$ cat config.mk
export PLATFORM = sky130hd
export DESIGN_NAME = status_restart_control
export DESIGN_NICKNAME = d
export VERILOG_FILES = /design/src/rtl/status_restart_control.v /design/src/rtl/sw_ser_tracker.v
export VERILOG_INCLUDE_DIRS = /design/src /design/src/rtl
export SDC_FILE = /design/constraint.sdc
export NUM_CORES = 1
export LEC_CHECK = 0
export BUFFER_PORTS_ARGS = -buffer_cell sky130_fd_sc_hd__buf_2
export CAP_MARGIN = 20
export CORE_AREA = 2 2 116 118
export DETAILED_ROUTE_END_ITERATION = 10
export DIE_AREA = 0 0 118 120
export SLEW_MARGIN = 10
export SYNTH_ARGS = -nofsm -noshare
export SYNTH_HDL_FRONTEND = slang
export SYNTH_SLANG_ARGS = --single-unit
$ cat constraint.sdc
create_clock -name i_clk -period 3.8 [get_ports i_clk]
set_input_delay 0.57 -clock i_clk [delete_from_list [all_inputs] [get_ports i_clk]]
set_output_delay 0.57 -clock i_clk [all_outputs]
set_load 0.005 [all_outputs]
$ cat src/rtl/status_restart_map.vh
// constants for the status word upper fields and update sequencing
// assumes: included by the status control logic only
`ifndef STATUS_RESTART_MAP_VH
`define STATUS_RESTART_MAP_VH
`define SW_WIDTH        64
`define SW_RI_LO        41
`define SW_RI_HI        42
`define SW_ED_BIT       43
`define SW_BN_BIT       44
`define SW_IA_BIT       45
`define SW_RV_LO        46
`define SW_RV_HI        63
`define SW_MC_BIT       35
`define SW_IS_BIT       34
`define SW_I_BIT        14
`define SW_CPL_LO       32
`define SW_CPL_HI       33
`define SW_ID_BIT       37
`define SW_DA_BIT       38
`define SW_DD_BIT       39
`define SW_SS_BIT       40
`define SW_IT_BIT       36
`define RI_SLOT0        2'h0
`define RI_SLOT1        2'h1
`define RI_SLOT2        2'h2
`define RI_RSVD         2'h3
`define SW_RESET_VAL    64'h0000_0000_0000_0000
`define UM_MASK         64'h0000_0000_0000_003F
`define SM_MASK         64'h0000_0000_00FF_FFC0
`endif

$ cat src/rtl/status_restart_control.v
// status word upper fields: restart slot, forced deferral, bank select,
// access-bit fault disable, and the update/serialization sequencing.
// assumes: pipeline gives one-cycle event pulses, one event class per cycle
// Function
// - restart at slot 2 when slot field holds 2; 3 reserved
// - slot field defined only at interruption and first restart after return
// - legacy interruption clears slot field; legacy restart ignores it
// - deferral set and speculative load: mark target deferred, skip memory, keep increment
// - deferred advanced load purges matching advanced load table entry
// - deferred line prefetch: no promotion, keep post increment
// - deferral clear or other instruction: no forced deferral
// - bank bit maps banked registers; only interruption (clears it), return and bank swap write it
// - bank change drains old bank accesses before new bank used
// - fault disable suppresses access-bit fault on first restart instruction only
// - one-shot bits cleared after each successful instruction except return
// - legacy restart ignores one-shot bits; cleared by legacy branch or return; here return loads them from its value instead
// - user mask changes implicit; system mask changes need explicit serialization; here only sets wait for it, clears of any system mask bit apply at once
// - page walks for fetch see new bit after instruction serialization
// - interrupt mask clear immediate; set needs data serialization
// - privilege level changes only on interruption, return, promote, branch return
// - return-only bits written solely by return, which serializes
// - legacy set indicator change by branch serializes instructions
// - machine check mask set on abort or soft restart, else unchanged
// - firmware-handled interruption clears flagged bits, else kept
`timescale 1ns/1ps
`default_nettype none
`include "status_restart_map.vh"
module status_restart_control (
    // clock and reset
    input  wire        i_clk,
    input  wire        i_rst,
    // interruption events
    input  wire        i_intr,
    input  wire        i_intr_legacy,
    input  wire [1:0]  i_intr_slot,
    input  wire [1:0]  i_intr_cpl,
    input  wire        i_intr_mca,
    input  wire        i_intr_fw,
    // return from interruption
    input  wire        i_rfi,
    input  wire [63:0] i_rfi_value,
    // other status writers
    input  wire        i_bank_swap,
    input  wire        i_bank_swap_val,
    input  wire        i_priv_promote,
    input  wire        i_branch_return,
    input  wire [1:0]  i_new_cpl,
    input  wire        i_branch_legacy,
    input  wire        i_user_mask_wr,
    input  wire [63:0] i_user_mask_val,
    input  wire        i_sys_mask_set,
    input  wire        i_sys_mask_clr,
    input  wire [63:0] i_sys_mask_val,
    input  wire        i_srlz_d,
    input  wire        i_srlz_i,
    // instruction completion and restart information
    input  wire        i_instr_done,
    input  wire        i_first_restart,
    input  wire        i_restart_legacy,
    input  wire        i_spec_load,
    input  wire        i_adv_load,
    input  wire        i_line_prefetch,
    input  wire        i_access_fault,
    input  wire        i_bank_drained,
    // status outputs
    output reg  [63:0] o_status_word,
    output reg  [1:0]  o_restart_slot,
    output reg         o_slot_valid,
    output reg         o_force_deferred,
    output reg         o_skip_memory,
    output reg         o_purge_alt,
    output reg         o_no_promote,
    output reg         o_suppress_fault,
    output reg         o_bank_active,
    output reg         o_bank_stall,
    output reg         o_intr_masked,
    output reg         o_walk_status_bit,
    output reg         o_serialize_i
);
    // ********************************************
    // local state
    // ********************************************
    reg  [63:0] sw_r;
    reg  [63:0] sw_nxt;
    reg         slot_def_r;
    reg         bank_pend_r;
    reg         walk_r;
    reg         mask_seen_r;
    wire [63:0] sys_vis;
    wire        sys_pend;
    wire        ri_ok;
    wire        defer_now;

    function is_ok_slot;
        input [1:0] s;
        begin
            is_ok_slot = (s != `RI_RSVD);
        end
    endfunction

    // ********************************************
    // system mask serialization
    // ********************************************
    // system mask sets deferred; clears applied at once in next value
    sw_ser_tracker ser_u (
        .i_clk       (i_clk),
        .i_rst       (i_rst),
        .i_load      (i_sys_mask_set | i_sys_mask_clr),
        .i_value     (i_sys_mask_set ? (sw_r | (i_sys_mask_val & `SM_MASK))
                                     : (sw_r & ~(i_sys_mask_val & `SM_MASK))),
        .i_serialize (i_srlz_d | i_srlz_i | i_rfi),
        .o_visible   (sys_vis),
        .o_pending   (sys_pend)
    );

    // ********************************************
    // status word next value
    // ********************************************
    always @* begin
        sw_nxt = sw_r;
        if (i_intr) begin
            sw_nxt[`SW_RI_HI:`SW_RI_LO] = i_intr_slot;
            if (i_intr_legacy)
                sw_nxt[`SW_RI_HI:`SW_RI_LO] = `RI_SLOT0;
            sw_nxt[`SW_ED_BIT] = 1'b0;
            sw_nxt[`SW_BN_BIT] = 1'b0;
            sw_nxt[`SW_IA_BIT] = 1'b0;
            sw_nxt[`SW_ID_BIT] = 1'b0;
            sw_nxt[`SW_DA_BIT] = 1'b0;
            sw_nxt[`SW_DD_BIT] = 1'b0;
            sw_nxt[`SW_SS_BIT] = 1'b0;
            sw_nxt[`SW_CPL_HI:`SW_CPL_LO] = i_intr_cpl;
            if (i_intr_mca)
                sw_nxt[`SW_MC_BIT] = 1'b1;
            if (i_intr_fw)
                sw_nxt[`SW_IT_BIT] = 1'b0;
        end else if (i_rfi) begin
            sw_nxt = i_rfi_value;
        end else begin
            if (i_bank_swap)
                sw_nxt[`SW_BN_BIT] = i_bank_swap_val;
            if (i_priv_promote | i_branch_return)
                sw_nxt[`SW_CPL_HI:`SW_CPL_LO] = i_new_cpl;
            if (i_user_mask_wr)
                sw_nxt = (sw_nxt & ~`UM_MASK) | (i_user_mask_val & `UM_MASK);
            if (i_sys_mask_clr)
                sw_nxt = sw_nxt & ~(i_sys_mask_val & `SM_MASK);
            else if (sys_pend & (i_srlz_d | i_srlz_i))
                sw_nxt = (sw_nxt & ~`SM_MASK) | (sys_vis & `SM_MASK);
            if (i_branch_legacy) begin
                sw_nxt[`SW_IS_BIT] = 1'b1;
                sw_nxt[`SW_ED_BIT] = 1'b0;
                sw_nxt[`SW_IA_BIT] = 1'b0;
                sw_nxt[`SW_ID_BIT] = 1'b0;
                sw_nxt[`SW_DA_BIT] = 1'b0;
                sw_nxt[`SW_DD_BIT] = 1'b0;
            end
            if (i_instr_done) begin
                sw_nxt[`SW_ED_BIT] = 1'b0;
                sw_nxt[`SW_IA_BIT] = 1'b0;
                sw_nxt[`SW_ID_BIT] = 1'b0;
                sw_nxt[`SW_DA_BIT] = 1'b0;
                sw_nxt[`SW_DD_BIT] = 1'b0;
            end
        end
        sw_nxt[`SW_RV_HI:`SW_RV_LO] = 18'h0_0000;
    end

    // ********************************************
    // restart decode
    // ********************************************
    // slot check
    assign ri_ok = is_ok_slot(sw_r[`SW_RI_HI:`SW_RI_LO]) & slot_def_r;
    assign defer_now = sw_r[`SW_ED_BIT] & i_first_restart & ~i_restart_legacy;

    // ********************************************
    // registers
    // ********************************************
    always @(posedge i_clk) begin
        if (i_rst) begin
            sw_r              <= `SW_RESET_VAL;
            slot_def_r        <= 1'b0;
            bank_pend_r       <= 1'b0;
            walk_r            <= 1'b0;
            mask_seen_r       <= 1'b0;
            o_status_word     <= `SW_RESET_VAL;
            o_restart_slot    <= `RI_SLOT0;
            o_slot_valid      <= 1'b0;
            o_force_deferred  <= 1'b0;
            o_skip_memory     <= 1'b0;
            o_purge_alt       <= 1'b0;
            o_no_promote      <= 1'b0;
            o_suppress_fault  <= 1'b0;
            o_bank_active     <= 1'b0;
            o_bank_stall      <= 1'b0;
            o_intr_masked     <= 1'b1;
            o_walk_status_bit <= 1'b0;
            o_serialize_i     <= 1'b0;
        end else begin
            sw_r          <= sw_nxt;
            o_status_word <= sw_nxt;
            if (i_intr | i_rfi)
                slot_def_r <= 1'b1;
            else if (i_instr_done)
                slot_def_r <= 1'b0;
            o_slot_valid   <= ri_ok & ~i_restart_legacy;
            o_restart_slot <= i_restart_legacy ? `RI_SLOT0 : sw_r[`SW_RI_HI:`SW_RI_LO];
            o_force_deferred <= defer_now & i_spec_load;
            o_skip_memory    <= defer_now & (i_spec_load | i_line_prefetch);
            o_purge_alt      <= defer_now & i_spec_load & i_adv_load;
            o_no_promote     <= defer_now & i_line_prefetch;
            o_suppress_fault <= sw_r[`SW_IA_BIT] & i_first_restart & ~i_restart_legacy
                                & i_access_fault;
            if ((i_intr | i_rfi | i_bank_swap) & (sw_nxt[`SW_BN_BIT] != sw_r[`SW_BN_BIT]))
                bank_pend_r <= 1'b1;
            else if (i_bank_drained)
                bank_pend_r <= 1'b0;
            o_bank_stall <= bank_pend_r & ~i_bank_drained;
            if (~bank_pend_r | i_bank_drained)
                o_bank_active <= sw_r[`SW_BN_BIT];
            if (i_sys_mask_clr & i_sys_mask_val[`SW_I_BIT])
                mask_seen_r <= 1'b1;
            else if (i_srlz_d | i_srlz_i | i_rfi)
                mask_seen_r <= ~sw_nxt[`SW_I_BIT];
            o_intr_masked <= ~sw_nxt[`SW_I_BIT] | mask_seen_r;
            // walker sees bit after instruction serialization
            if (i_srlz_i | i_rfi)
                walk_r <= sw_nxt[`SW_IT_BIT];
            o_walk_status_bit <= walk_r;
            o_serialize_i <= i_branch_legacy | i_rfi;
        end
    end
endmodule
`default_nettype wire

$ cat src/rtl/sw_ser_tracker.v
// serialization tracker: holds a pending system mask image until serialized
// assumes: commit pulses and serialize pulses come from the pipeline clock domain
`timescale 1ns/1ps
`default_nettype none
`include "status_restart_map.vh"
module sw_ser_tracker (
    // clock and reset
    input  wire        i_clk,
    input  wire        i_rst,
    // requests
    input  wire        i_load,
    input  wire [63:0] i_value,
    input  wire        i_serialize,
    // visible value
    output reg  [63:0] o_visible,
    output reg         o_pending
);
    // image held ready so the serializing edge can apply it at once
    always @(posedge i_clk) begin
        if (i_rst) begin
            o_visible <= `SW_RESET_VAL;
            o_pending <= 1'b0;
        end else begin
            if (i_load) begin
                o_visible <= i_value;
                o_pending <= ~i_serialize;
            end else if (i_serialize) begin
                o_pending <= 1'b0;
            end
        end
    end
endmodule
`default_nettype wire

==> reports/metrics.yaml <==
run_status:
  status: "finished clean"
routing:
  vias_per_cell: 4.724
  dr_total_vias: 3727
  ant_nets: 0
  wl_mm: 11.12
  drc: 0
  wl_per_cell_um: 14.09
  drt_pass1_iterations: 5
  drt_iter0_drc: 173
worst_setup_path:
  crit_path_max_incr_delay_ns: 0.63
  crit_type: "primary input to register"
  start_kind: "primary input"
  timing.rr.start: "ser_u.o_pending$_SDFFE_PP0P_"
  reg2regPathDepth: 4
  cp-end-kind: "register"
  critPathMaxFanout: 31
  crit_family: "buffers and inverters"
  rrSetupSlack_ns: 2.10
  critPathBufInv: 2
  crit_path_start: "i_rfi"
  r2r-end: "sw_r[14]$_SDFF_PP0_"
  crit_slowest_cell: "nor2b_1"
  arrival_ns: 2.44
  critPathRequiredTime_ns: 4.01
  worstPathCellList: "buf_2, buf_4, nor2b_1, a221oi_1, o21ai_0, a21oi_1"
finish:
  final_cell_mix: "buf_2, dfxtp_1, nand2_1"
  nNetsFinal: 831
  drive_gt1_frac: 0.3034
  largest_register: "sw_r"
  reg_top3: "sw_r x46, ser_u.o_visible x18, o_restart_slot x2"
  largest_reg_flops: 46
  utilization: 0.3772
  final_common_cell: "buf_2"
  design_area_um2: 4896
  areaGrowthSynthToFinish_pct: 27.58
  antennaDiodeCount: 0
timing:
  rsz0062_at_grt: "no"
  hold_viol_final: 0
  finalCriticalPeriod_ns: 2.223
  maxSlewHeadroom: 0.3850
  finClkSkew_ns: 0.009176
  fin_ws_ns: 1.577
  setup-tns-final_ns: 0
  max_freq_ghz: 0.4497
  fin_crit_sh: 0.5851
  setup_viol: 0
  drv_slew: 0
  worstMarginPinSlew_ns: 0.9216
floorplanning:
  rows: 42
  die_w_um: 118
  start_util: 0.2956
  dieArea_um2: 14160
  coreArea_um2: 12980
  die_h_um: 120
  ios: 300
clock_tree:
  cts_tree: "built"
  clock_path_buffers: 2
  root_buffer: "clkbuf_16"
  cts_hold_buf: 0
  clk_latency_ns: 0.34
  cts_resized: 0
  cts-buffers-inserted: 9
  cts_setup_buffers: 0
  clk_pin_slew_worst_paths_ns: 0.07
  clock_sinks: 82
  cts.htree.levels: 3
power:
  ir_worst_vdd_mv: 0.2587
  power.density_nw_per_um2: 425.4
  p_total_uw: 2083
  power_leakage_uw: 0.002258
synth:
  synthCells: 474
  synth_cell_type_count: 41
  yosys_warnings: 0
  avgSynthCellArea_um2: 8.096
  synth-seq-cells: 82
  netlist_area_um2: 3837
  seq_area_frac_synth: 0.4278
run:
  cap_violations: 0
hold_path:
  hold_path_startpoint: "i_adv_load"
  min_path_cells: 2
  hp-class: "primary input to register"
  hold-path-endpoint: "o_purge_alt$_SDFF_PP0_"
placed_design:
  post_dp_cell_area_um2: 4602
  portBuffers: 159
  hpwlAfterDp_mm: 7.810
  gp_congestion: 0.7728
  pre_cts_ws_ns: 1.217
grt:
  first_global_vias: 3463
  antenna_found_initial: 0
  grt_max_degree: 41
  overflow: 0
  grt_pass1_wl_mm: 17.53
  grt_usage: 0.1572
-- Yosys cell counts, drive strengths merged --
cell type,instances,area (um^2)
a211oi,1,7.510
a21o,1,7.510
a21oi,51,255.2
a221o,1,10.01
a221oi,1,8.760
a22oi,2,15.01
a2bb2oi,1,8.760
a31o,1,8.760
a31oi,21,131.4
a32o,16,160.2
and2,3,18.77
and2b,1,7.510
and4,2,17.52
buf,46,300.3
clkbuf,10,37.54
conb,1,3.750
dfxtp,82,1642
inv,22,82.58
mux2i,10,100.1
nand2,60,225.2
nand2b,20,125.1
nand3,5,25.02
nand4,1,6.260
nor2,36,142.6
nor2b,11,68.82
nor3,13,70.07
o21a,2,15.01
o21ai,23,118.9
o21bai,17,127.6
o22a,1,8.760
o22ai,5,31.28
o2bb2ai,1,8.760
o31ai,1,7.510
or2,4,25.03
xor2,1,8.760
-- power breakdown --
part           internal [uW]  total, uW  switching [uW]
logic                    127        279             152
registers                908        938            29.6
clock network            464        866             402
total                   1500       2080             584
-- metal layers --
layer / GRT usage / wire length, um / vias up
met2: 0.2460 / 5016 / 156
met4: 0.05422 / 128 / 0
li1: - / - / 1859
met3: 0.06511 / 898 / 7
met5: 0 / 0 / -
met1: 0.1951 / 5073 / 1705
-- worst max path at each step --
stage / to / depth (start not counted)
2_1_floorplan: mask_seen_r$_SDFFE_PP0P_ / 5
3_5_place_dp: mask_seen_r$_SDFFE_PP0P_ / 6
4_1_cts: mask_seen_r$_SDFFE_PP0P_ / 6
3_3_place_gp: mask_seen_r$_SDFFE_PP0P_ / 6
5_1_grt: mask_seen_r$_SDFFE_PP0P_ / 6
6_report: mask_seen_r$_SDFFE_PP0P_ / 6
-- layout make-up --
cell class | instances | area, um^2
Clock inverter | 7 | 68.82
Clock buffer | 9 | 225.2
Sequential cell | 82 | 1642
Tap cell | 176 | 220.2
Inverter | 22 | 82.58
Fill cell | 1378 | 8084
Timing Repair Buffer | 162 | 818.3
Multi-Input combinational cell | 331 | 1839
-- through the flow --
stage,cells,hold WS (ns)
CTS,789,0.4159
floorplan,491,0.4124
finish,789,0.4323
detailed placement,773,0.4383
global placement,773,0.4267
global route,789,0.4082
-- cells by family (layout without fill, tap and decap cells) --
| logic type | Yosys count | in the layout | share of synthesized area |
|---|---|---|---|
| and+or+nand+nor | 156 | 156 | 0.1907 |
| buffers and inverters | 78 | 200 | 0.1096 |
| DFF | 82 | 82 | 0.4278 |
| AOI/OAI and AO/OA | 146 | 146 | 0.2426 |
| muxes | 10 | 10 | 0.02609 |
| xor gates and xnor gates | 1 | 1 | 0.002283 |
| other | 1 | 18 | 0.0009772 |
-- worst register-to-register path: stages (launching register included) --
cell and delay (ns):
dfxtp_1 0.35, o21a_1 0.68, a221o_1 0.34, o21ai_2 0.06, and2b_1 0.15
Note: power is estimated with default switching activity, not from simulation.
